### src/flash_guard_defines.svh
// Purpose: Constants for the flash section access guard
// Assumes: Included by the package and the design modules
// Notes: Register offsets are byte addresses on the plain register port
`ifndef FLASH_GUARD_DEFINES_SVH
`define FLASH_GUARD_DEFINES_SVH

// ----------------------------------------
// Widths
// ----------------------------------------
`define FLASH_ADDR_W 16
`define REG_ADDR_W 8
`define REG_DATA_W 32

// ----------------------------------------
// Register offsets
// ----------------------------------------
`define REG_LOCK_OFS 8'h00
`define REG_CTRL_OFS 8'h04
`define REG_STATUS_OFS 8'h08

// ----------------------------------------
// Field positions
// ----------------------------------------
`define LOCK_FIELD_W 6
`define CTRL_REENABLE_BIT 0
`define STAT_FIELD_W 4

// ----------------------------------------
// Reset values (1 means unprogrammed)
// ----------------------------------------
`define LOCK_RESET_VAL 6'h3f
`define LOCK_ERASED_VAL 6'h3f

`endif

### src/flash_guard_pkg.sv
// Purpose: Types for the flash section access guard
// Assumes: flash_guard_defines.svh gives the widths
// Notes: Lock bits hold 1 when unprogrammed
`include "flash_guard_defines.svh"

package flash_guard_pkg;

    // ----------------------------------------
    // Basic types
    // ----------------------------------------
    typedef logic [`FLASH_ADDR_W-1:0] flash_addr_t;

    typedef struct packed {
        logic read_lock;
        logic write_lock;
    } lock_pair_t;

    typedef struct packed {
        logic [1:0] general;
        lock_pair_t loader_lock_pair;
        lock_pair_t application_lock_pair;
    } lock_bits_t;

    // Store operation codes
    typedef enum logic [2:0] {
        STORE_BUF_LOAD = 3'h0,
        STORE_ERASE = 3'h1,
        STORE_WRITE = 3'h2,
        STORE_LOCK_SET = 3'h3,
        STORE_REENABLE = 3'h4
    } store_op_t;

    // ----------------------------------------
    // Carriers
    // ----------------------------------------
    typedef struct packed {
        logic valid;
        store_op_t op;
        flash_addr_t addr;
        flash_addr_t pc;
        logic [`LOCK_FIELD_W-1:0] lock_data;
    } store_req_t;

    typedef struct packed {
        logic valid;
        flash_addr_t addr;
        flash_addr_t pc;
    } load_req_t;

    typedef struct packed {
        flash_addr_t loader_start;
        flash_addr_t halting_start;
        logic vectors_in_loader;
    } section_cfg_t;

    typedef struct packed {
        logic erase;
        logic write;
        logic buf_load;
        flash_addr_t addr;
    } flash_cmd_t;

    typedef struct packed {
        logic allow_store;
        logic allow_load;
        logic irq_off;
    } access_perm_t;

    // Programming sequencer states
    typedef enum logic [1:0] {
        ST_IDLE = 2'b01,
        ST_PROG = 2'b10
    } prog_state_t;

endpackage

### src/flash_section_access_guard.sv
// Purpose: Guards self-programming of program flash by section and lock bits
// Assumes: Core requests, flash done and config come from core_clk_in logic
// Notes: Section boundaries are static; lock bits hold until chip erase or reset
//
// What this block does
// - Concurrent-section programming keeps halting-section reads going
// - Halting-section programming halts core throughout
// - Locks set by software/programming; chip erase clears
// - General write lock ignores store programming
// - General read/write lock ignores load and store
// - Lock pair all ones means unrestricted
// - Application write lock refuses application stores
// - Application read lock blocks loader-issued loads
// - Application read lock masks interrupts in application when vectors are in loader
// - Loader write lock refuses loader stores
// - Loader read lock blocks application-issued loads
// - Loader read lock masks interrupts in loader when vectors are not in loader
// - Lock bit one unprogrammed, zero programmed
// - Store programs only when executed from loader
// - Busy flag set while concurrent section blocked
`include "flash_guard_defines.svh"

module flash_section_access_guard (
    input wire logic core_clk_in, // Core clock, 40 MHz
    input wire logic rst_in, // Async reset, active high
    // Register port
    input wire logic [`REG_ADDR_W-1:0] reg_addr_in, // Register byte address
    input wire logic [`REG_DATA_W-1:0] reg_wdata_in, // Register write data
    input wire logic reg_wr_in, // Register write strobe
    input wire logic reg_rd_in, // Register read strobe
    output logic [`REG_DATA_W-1:0] reg_rdata_out, // Read data, cycle after strobe
    // Core requests
    input flash_guard_pkg::store_req_t store_req_in, // Store operation request
    input flash_guard_pkg::load_req_t load_req_in, // Load operation request
    input flash_guard_pkg::flash_addr_t exec_pc_in, // Address now executing
    input flash_guard_pkg::section_cfg_t section_cfg_in, // Static boundaries
    // Programming paths
    input wire logic ext_lock_wr_in, // Serial/parallel lock write
    input wire logic [`LOCK_FIELD_W-1:0] ext_lock_data_in, // Lock data, 0 programs
    input wire logic chip_erase_in, // Chip erase command
    // Flash array
    input wire logic flash_done_in, // Erase or write finished
    output flash_guard_pkg::flash_cmd_t flash_cmd_out, // Commands to flash array
    // Core controls
    output logic core_halt_out, // Core halted
    output logic load_grant_out, // Load allowed, cycle after request
    output logic load_block_out, // Load blocked, cycle after request
    output logic store_refused_out, // Store refused, cycle after request
    output logic irq_disable_out, // Interrupts masked
    output logic concurrent_section_busy_flag_out, // Concurrent section blocked
    output flash_guard_pkg::lock_bits_t locks_out // Current lock bits
);
    import flash_guard_pkg::*;

    // ----------------------------------------
    // State
    // ----------------------------------------
    prog_state_t state_reg;
    prog_state_t state_next;
    lock_bits_t locks_reg;
    lock_bits_t locks_next;
    logic busy_flag_reg;
    logic busy_flag_next;
    logic target_halting_reg;
    logic target_halting_next;
    flash_cmd_t cmd_reg;
    flash_cmd_t cmd_next;
    logic halt_reg;
    logic grant_reg;
    logic block_reg;
    logic refused_reg;
    logic irq_off_reg;
    logic [`REG_DATA_W-1:0] rdata_reg;
    logic [`REG_DATA_W-1:0] rdata_next;

    // ----------------------------------------
    // Decode of the current requests
    // ----------------------------------------
    access_perm_t perm;

    flash_lock_decode u_decode (
        .locks_in(locks_reg),
        .cfg_in(section_cfg_in),
        .store_addr_in(store_req_in.addr),
        .load_addr_in(load_req_in.addr),
        .load_pc_in(load_req_in.pc),
        .pc_in(exec_pc_in),
        .perm_out(perm)
    );

    function automatic logic at_or_above(input flash_addr_t a, input flash_addr_t start);
        at_or_above = (a >= start);
    endfunction

    wire idle = (state_reg == ST_IDLE);
    wire from_loader = at_or_above(store_req_in.pc, section_cfg_in.loader_start);
    wire store_live = store_req_in.valid & idle & from_loader;
    wire is_prog_op = (store_req_in.op == STORE_ERASE) | (store_req_in.op == STORE_WRITE);
    wire store_target_halting = at_or_above(store_req_in.addr, section_cfg_in.halting_start);
    wire prog_start = store_live & is_prog_op & perm.allow_store;
    wire buf_load = store_live & (store_req_in.op == STORE_BUF_LOAD);
    wire lock_set_core = store_live & (store_req_in.op == STORE_LOCK_SET);
    wire reenable_core = store_live & (store_req_in.op == STORE_REENABLE);
    wire store_refused = store_req_in.valid & ~(store_live & (~is_prog_op | perm.allow_store));

    // ----------------------------------------
    // Register port decode
    // ----------------------------------------
    wire wr_lock = reg_wr_in & (reg_addr_in == `REG_LOCK_OFS);
    wire wr_ctrl = reg_wr_in & (reg_addr_in == `REG_CTRL_OFS);
    wire reenable_sw = wr_ctrl & reg_wdata_in[`CTRL_REENABLE_BIT];
    wire [`LOCK_FIELD_W-1:0] sw_lock_data = reg_wdata_in[`LOCK_FIELD_W-1:0];

    // Writes only clear bits
    wire [`LOCK_FIELD_W-1:0] lock_and_mask =
        (wr_lock ? sw_lock_data : `LOCK_ERASED_VAL) &
        (lock_set_core ? store_req_in.lock_data : `LOCK_ERASED_VAL) &
        (ext_lock_wr_in ? ext_lock_data_in : `LOCK_ERASED_VAL);

    wire [`REG_DATA_W-1:0] status_word = {
        {(`REG_DATA_W-`STAT_FIELD_W){1'b0}},
        target_halting_reg,
        halt_reg,
        ~idle,
        busy_flag_reg
    };

    // ----------------------------------------
    // Lock bits
    // ----------------------------------------
    always_comb begin
        if (chip_erase_in) begin
            locks_next = lock_bits_t'(`LOCK_ERASED_VAL);
        end else begin
            locks_next = lock_bits_t'(locks_reg & lock_and_mask);
        end
    end

    // ----------------------------------------
    // Programming sequencer
    // ----------------------------------------
    always_comb begin
        state_next = state_reg;
        target_halting_next = target_halting_reg;
        unique case (state_reg)
            ST_IDLE: begin
                if (prog_start) begin
                    state_next = ST_PROG;
                    target_halting_next = store_target_halting;
                end
            end
            ST_PROG: begin
                if (flash_done_in) begin
                    state_next = ST_IDLE;
                end
            end
            default: begin
                state_next = ST_IDLE;
            end
        endcase
    end

    // ----------------------------------------
    // Concurrent section busy flag
    // ----------------------------------------
    // Start wins over a clear in the same cycle
    always_comb begin
        busy_flag_next = busy_flag_reg;
        if (prog_start & ~store_target_halting) begin
            busy_flag_next = 1'b1;
        end else if (idle & (reenable_sw | reenable_core | buf_load)) begin
            busy_flag_next = 1'b0;
        end
    end

    // ----------------------------------------
    // Flash commands, one cycle pulses
    // ----------------------------------------
    always_comb begin
        cmd_next.erase = prog_start & (store_req_in.op == STORE_ERASE);
        cmd_next.write = prog_start & (store_req_in.op == STORE_WRITE);
        cmd_next.buf_load = buf_load;
        cmd_next.addr = cmd_reg.addr;
        if (prog_start | buf_load) begin
            cmd_next.addr = store_req_in.addr;
        end
    end

    // Halt starts with the command and lasts to done
    wire halt_next = (prog_start & store_target_halting) |
                     (~idle & target_halting_reg & ~flash_done_in);

    // Loads into the concurrent section are blocked while the flag is set
    wire load_in_concurrent = ~at_or_above(load_req_in.addr, section_cfg_in.halting_start);
    wire load_ok = perm.allow_load & ~(load_in_concurrent & busy_flag_reg);

    // ----------------------------------------
    // Read data mux
    // ----------------------------------------
    always_comb begin
        rdata_next = '0;
        if (reg_rd_in) begin
            unique case (reg_addr_in)
                `REG_LOCK_OFS: rdata_next = {{(`REG_DATA_W-`LOCK_FIELD_W){1'b0}}, locks_reg};
                `REG_STATUS_OFS: rdata_next = status_word;
                default: rdata_next = '0;
            endcase
        end
    end

    // ----------------------------------------
    // Flip-flops
    // ----------------------------------------
    always_ff @(posedge core_clk_in or posedge rst_in) begin
        if (rst_in) begin
            state_reg <= ST_IDLE;
            locks_reg <= lock_bits_t'(`LOCK_RESET_VAL);
            busy_flag_reg <= 1'b0;
            target_halting_reg <= 1'b0;
            cmd_reg <= '0;
        end else begin
            state_reg <= state_next;
            locks_reg <= locks_next;
            busy_flag_reg <= busy_flag_next;
            target_halting_reg <= target_halting_next;
            cmd_reg <= cmd_next;
        end
    end

    always_ff @(posedge core_clk_in or posedge rst_in) begin
        if (rst_in) begin
            halt_reg <= 1'b0;
            grant_reg <= 1'b0;
            block_reg <= 1'b0;
            refused_reg <= 1'b0;
            irq_off_reg <= 1'b0;
            rdata_reg <= '0;
        end else begin
            halt_reg <= halt_next;
            rdata_reg <= rdata_next;
            grant_reg <= load_req_in.valid & load_ok;
            block_reg <= load_req_in.valid & ~load_ok;
            refused_reg <= store_refused;
            irq_off_reg <= perm.irq_off;
        end
    end

    // ----------------------------------------
    // Outputs
    // ----------------------------------------
    assign reg_rdata_out = rdata_reg;
    assign flash_cmd_out = cmd_reg;
    assign core_halt_out = halt_reg;
    assign load_grant_out = grant_reg;
    assign load_block_out = block_reg;
    assign store_refused_out = refused_reg;
    assign irq_disable_out = irq_off_reg;
    assign concurrent_section_busy_flag_out = busy_flag_reg;
    assign locks_out = locks_reg;

endmodule // flash_section_access_guard

### src/flash_lock_decode.sv
// Purpose: Decodes the two lock pairs into access permissions
// Assumes: Purely combinational, same clock as the caller
// Notes: Permissions for one store target, one load target and the current pc
`include "flash_guard_defines.svh"

module flash_lock_decode (
    input flash_guard_pkg::lock_bits_t locks_in, // Current lock bits
    input flash_guard_pkg::section_cfg_t cfg_in, // Section boundaries
    input flash_guard_pkg::flash_addr_t store_addr_in, // Store target
    input flash_guard_pkg::flash_addr_t load_addr_in, // Load target
    input flash_guard_pkg::flash_addr_t load_pc_in, // Address issuing the load
    input flash_guard_pkg::flash_addr_t pc_in, // Executing address
    output flash_guard_pkg::access_perm_t perm_out // Decoded permissions
);
    import flash_guard_pkg::*;

    // ----------------------------------------
    // Section classification
    // ----------------------------------------
    function automatic logic in_loader(input flash_addr_t a, input flash_addr_t start);
        in_loader = (a >= start);
    endfunction

    wire pc_in_loader = in_loader(pc_in, cfg_in.loader_start);
    wire store_to_loader = in_loader(store_addr_in, cfg_in.loader_start);
    wire load_from_loader = in_loader(load_addr_in, cfg_in.loader_start);
    wire load_pc_loader = in_loader(load_pc_in, cfg_in.loader_start);

    // ----------------------------------------
    // Lock pair decode, 0 means programmed
    // ----------------------------------------
    wire app_write_blocked = ~locks_in.application_lock_pair.write_lock;
    wire app_read_blocked = ~locks_in.application_lock_pair.read_lock;
    wire ldr_write_blocked = ~locks_in.loader_lock_pair.write_lock;
    wire ldr_read_blocked = ~locks_in.loader_lock_pair.read_lock;

    // General lock bits take no part here
    wire store_ok = store_to_loader ? ~ldr_write_blocked : ~app_write_blocked;
    wire load_ok = ~((load_pc_loader & ~load_from_loader & app_read_blocked) |
                     (~load_pc_loader & load_from_loader & ldr_read_blocked));
    wire irq_off = (app_read_blocked & cfg_in.vectors_in_loader & ~pc_in_loader) |
                   (ldr_read_blocked & ~cfg_in.vectors_in_loader & pc_in_loader);

    assign perm_out.allow_store = store_ok;
    assign perm_out.allow_load = load_ok;
    assign perm_out.irq_off = irq_off;

endmodule // flash_lock_decode

### config.mk
export PLATFORM = sky130hd
export DESIGN_NAME = flash_section_access_guard
export DESIGN_NICKNAME = d
export VERILOG_FILES = /design/src/flash_guard_pkg.sv /design/src/flash_section_access_guard.sv /design/src/flash_lock_decode.sv
export VERILOG_INCLUDE_DIRS = /design/src
export SDC_FILE = /design/constraint.sdc
export NUM_CORES = 1
export LEC_CHECK = 0
export ABC_AREA = 1
export CORE_AREA = 3 3 103 105
export CTS_CLUSTER_DIAMETER = 60
export DETAILED_ROUTE_END_ITERATION = 10
export DIE_AREA = 0 0 106 108
export DONT_BUFFER_PORTS = 1
export PLACE_DENSITY = 0.61
export SLEW_MARGIN = 20
export SYNTH_ARGS = -nofsm -noshare
export SYNTH_HDL_FRONTEND = slang
export SYNTH_HIERARCHICAL = 1
export SYNTH_SLANG_ARGS = --single-unit
### constraint.sdc
create_clock -name core_clk_in -period 3.11 [get_ports core_clk_in]
set_input_delay 0.4665 -clock core_clk_in [delete_from_list [all_inputs] [get_ports core_clk_in]]
set_output_delay 0.4665 -clock core_clk_in [all_outputs]
set_load 0.005 [all_outputs]
## After elaboration in Yosys (flattened, before gate mapping)

Cells that the tools add are included.

| storage, ports and cells | value |
|---|---|
| register bits after elaboration | 66 |
| input bits | 177 |
| output and inout bits | 63 |
| logic and storage cells | 109 |

| operators by class | value |
|---|---|
| magnitude comparators | 7 |
| equal/unequal tests | 10 |
| multiplexer cells | 12 |
| bitwise logic cells | 57 |
| reduce and logical (&&, ||, !) cells | 5 |

Operators by type and width:

| operator | count |
|---|---|
| $ge 16x16->1 | 7 |
| $and 1x1->1 | 31 |
| $mux 6 | 5 |
| $and 6x6->6 | 3 |
| $not 1->1 | 15 |
| $pmux 6 s2 | 1 |
| $eq 8x3->1 const B | 1 |
| $eq 8x4->1 const B | 1 |
| $logic_not 8->1 | 1 |
| $or 1x1->1 | 8 |
| $eq 3x2->1 const B | 2 |
| $mux 2 | 2 |
| $pmux 2 s2 | 1 |
| $reduce_and 2->1 | 2 |
| $eq 3x1->1 const B | 1 |
| $eq 3x3->1 const B | 1 |
| $logic_not 3->1 | 1 |
| $mux 1 | 3 |
| $eq 2x1->1 const B | 1 |
| $eq 2x2->1 const B | 1 |
| $ne 2x1->1 const B | 1 |
| $ne 2x2->1 const B | 1 |
| $reduce_bool 2->1 | 1 |

## Longest topological paths before layout

| depth | value |
|---|---|
| word-level depth | 9 |
| mapped depth | 18 |

## Cells and area by module

Netlist, hierarchy kept.

Modules (own cells, without submodules):

| module | times used | cells each | area an instance (um^2) | sequential area each (um^2) |
|---|---|---|---|---|
| flash_section_access_guard | 1 | 407 | 3164.3 | 1009.7 |
| flash_lock_decode | 1 | 260 | 1675.4 | 0.0 |

## Worst setup path after synthesis

OpenSTA, ideal clock, no wires.

| path | value |
|---|---|
| path kind | input-to-reg |
| start | input port section_cfg_in[32] (netlist bit) |
| end | register halt_reg (netlist: core_halt_out) |
| setup time | 0.065 ns |
| arrival time | 2.017 ns |
| path slack | 1.028 ns |
| stages on the path | 13 |
| buffers on the path | 2 |
| cell sequence | inv_1 -> ha_1 -> nand2_1 -> o21bai_1 -> nand2_1 -> a21oi_1 -> nand4_1 -> nand2_1 -> buf_4 -> nand4_4 -> buf_6 -> or2_1 -> nand2_1 |

| on the way | value |
|---|---|
| elaborated cells between the ends (all ways) | 8 |
| those cells by class | 2 x order compare; 1 x mux; 5 x bitwise |

RTL lines:

| element | RTL line | RTL |
|---|---|---|
| start, declared | flash_section_access_guard.sv:36 | `input flash_guard_pkg::section_cfg_t section_cfg_in,` |
| $ge 16x16->1 | flash_lock_decode.sv:21 | `in_loader = (a >= start);` |
| $mux 1 | flash_lock_decode.sv:38 | `wire store_ok = store_to_loader ? ~ldr_write_blocked : ~app_write_blocked;` |
| via u_decode.store_ok | flash_lock_decode.sv:38 |  |
| $and 1x1->1 | flash_section_access_guard.sv:100 | `wire prog_start = store_live & is_prog_op & perm.allow_store;` |
| $and 1x1->1 | flash_section_access_guard.sv:190 | `wire halt_next = (prog_start & store_target_halting) \|` |
| $or 1x1->1 | flash_section_access_guard.sv:190 |  |
| via halt_next | flash_section_access_guard.sv:190 |  |
| end signal, assigned | flash_section_access_guard.sv:239 | `halt_reg <= halt_next;` |
| end, declared | flash_section_access_guard.sv:68 | `logic halt_reg;` |

The timed path passes the listed nets, and every way through them passes these cells.
A chain may end at the register's enable or synchronous reset.

==> metrics <==
DRT Pass-1 Iters 4; worst path cell trace inv_1 -> ha_1 -> nand2_1 -> o21bai_1 -> nand2_1 -> a21oi_1 -> nand4_1 -> nand2_1 -> nand4_4 -> nand2_2 -> nand2_1 -> nand2_1; Seq/Total Area, Yosys 20.9%; Worst Reg-to-Reg Cells 8; htree depth 2; Core ar. just under 10,000 um^2; Startpoint Class primary input; CTS Hold Buffers Added 1; post-route ant nets 0; ANT cells 0; CTS Buf Count 5; Synth top area share 29.0%; CTS Buffer Depth 2; Final Max Slew Viols 0; final hold vios 0; FF+latch count, synth 40; syn avg cell area 7.26 um^2; Total GRT Usage 20.7%; Synthesis Warnings 6; fillers 988; Place WS 0.631 ns; CP endpoint kind flip-flop; CP Class in2reg; FF-to-FF End flash_cmd_out[9]; die extent in y 108 um; period utilisation layout ~70%; prevailing post-synth register cell dfrtp_1; cell taking the most area after synthesis ha_1; total gr overflow 0; Worst Hold Depth 2; FMAX 464 MHz; Hold Path Sink flash_cmd_out[8]; initial antenna violation count 0; most frequent cell after synthesis nand2_1; CTS clock-pin slew for the worst setup and hold paths 0.08 ns; status finished clean; Setup Skew 0.00890 ns; row count 36; Buffers on Ports 0; Pleak 2.99 nW; max FFs per register 19; worst hold path type in2reg; setup ws final roughly 0.96 ns; DRC 0; total number of vias a little over 4,000; DIE WIDTH around 110 um; cell count after synthesis between 600 and 700; Critical Path RT about 3.3 ns; Syn Std Cell Area 4840 um^2; EDFF count, synth 0; area grow syn2layout 2.95%; R2R Setup Slk between 1 and 1.5 ns; clock sinks 40; share of layout cells above drive strength 1 4.33%; most numerous cell on the critical path nand2_1; Worst IR Drop VDD 0.000239 V; DIE AREA 11,400 um^2; Synth async-reset ratio 100%; Slowest cell on crit path nand2_2; slew at the pin with the worst max-slew slack 0.712 ns; Crit Path Max Fanout 16; final WL 12,100 um; drt via density 5.12; Initial Util ~50%; RSZ-0062 raised after global routing no; routability cong. 0.828; CTS tree done; synth unique cells 35; WL per Instance 15.0 um; later-pin clock latency in the skew report 0.29 ns; Crit path largest cell delay 0.30 ns; R2R Path Start state_reg[0]; Tmin final 2.15 ns; Critical Path AT 2.38 ns; IO Count 240; largest net degree at the start of global routing 35; relative slew slack a little over half; cts repair resizes 0; Max Cap Viol 0; detailed placement HPWL 10,800 um; Setup Viol. Count Final 0; Post-CTS Setup Inserts 0; clk root buf clkbuf_8; DR iter-0 viols 240; NumNets Final 958; first-pass GRT wire length 19,100 um; setup TNS 0 ns; top cells by count, synth 171 x nand2_1, 122 x inv_1, 112 x ha_1, 47 x a21oi_1, 36 x nand3_1; via count of the first global-routing pass approximately 4,000; Area contributors post-synth ha_1 29%, dfrtp_1 17%, nand2_1 13%; HP Start store_req_in[30]; P per Cell Area ~340 nW/um^2
==> per-layer routing <==
| metal | vias up | part of all wire (%) | track usage, % |
|---|---|---|---|
| li1 | 2130 | - | - |
| met2 | 148 | 48 | 36.0 |
| met1 | 1818 | 42 | 25.1 |
| met3 | 13 | 9.1 | 7.34 |
| met5 | - | 0 | 0 |
| met4 | 0 | 1.6 | 3.79 |
==> cell families (layout without fill, tap and decap cells) <==
family | count (synthesis) | count (layout) | synth area share [%]
AO/OA/AOI/OAI | 82 | 82 | 9.80
adder cells (fa/ha/maj) | 112 | 112 | 29.0
buffers and inverters | 156 | 134 | 14.7
flip-flops | 40 | 40 | 20.9
other | 1 | 26 | 0.0775
AND/OR/NAND/NOR | 276 | 276 | 25.6
==> layout make-up <==
cell class                      instances  area [um^2]  area share, %
Multi-Input combinational cell        496         3210           64.5
Clock buffer                            6         72.6           1.46
Tap cell                              133          166           3.34
Sequential cell                        40         1010           20.3
Inverter                              123          462           9.27
Timing Repair Buffer                    3         25.0          0.502
Clock inverter                          2         35.0          0.703
==> worst max-delay path: cells and delay by family <==
family,cells,cell delay (ns)
and+or+nand+nor,8,1.13
AOI/OAI and AO/OA,2,0.33
adders and majority gates,1,0.28
buffers and inverters,1,0.15
==> per-stage QoR <==
stage | utilization [%] | instances | area, um^2 | hold WS [ns] | total power (W)
floorplan | - | 692 | 4930 | 0.472 | 0.00117
global placement | 50.0 | 794 | 4860 | 0.289 | 0.00124
detailed placement | 50.0 | 794 | 4860 | 0.298 | 0.00128
CTS | 51.2 | 803 | 4980 | 0.279 | 0.00170
global route | 51.2 | 803 | 4980 | 0.275 | 0.00183
finish | 51.2 | 803 | 4980 | 0.283 | 0.00168
==> how the worst max path moves through the flow <==
| stage | start | endpoint | slack (ns) | depth (start not counted) |
|---|---|---|---|---|
| after global placement | section_cfg_in[32] | flash_cmd_out[9] | 0.73 | 12 |
| after detailed placement | section_cfg_in[32] | flash_cmd_out[13] | 0.63 | 12 |
| after CTS | section_cfg_in[32] | flash_cmd_out[9] | 0.94 | 12 |
| final | section_cfg_in[32] | flash_cmd_out[9] | 0.96 | 12 |
| after global routing | section_cfg_in[32] | flash_cmd_out[13] | 0.75 | 12 |
| after floorplan | section_cfg_in[32] | core_halt_out | 1.03 | 13 |
==> cell usage in the layout, fill, tap and decap left out, types with 9 or more instances in the layout <==
cell       n
a21oi_1   47
conb_1    26
dfrtp_1   33
ha_1     112
inv_1    122
nand2_1  171
nand3_1   36
nand4_1    9
nor2_1    33
o21ai_0   11
==> report_power, final <==
part | internal [W] | leakage (nW) | switching [W]
Combinational | 0.000222 | 2.43 | 0.000316
Clock | 0.000238 | 0.0552 | 0.000177
Sequential | 0.000626 | 0.506 | 0.0000991
No activity file was read; power rests on OpenSTA's default activity.
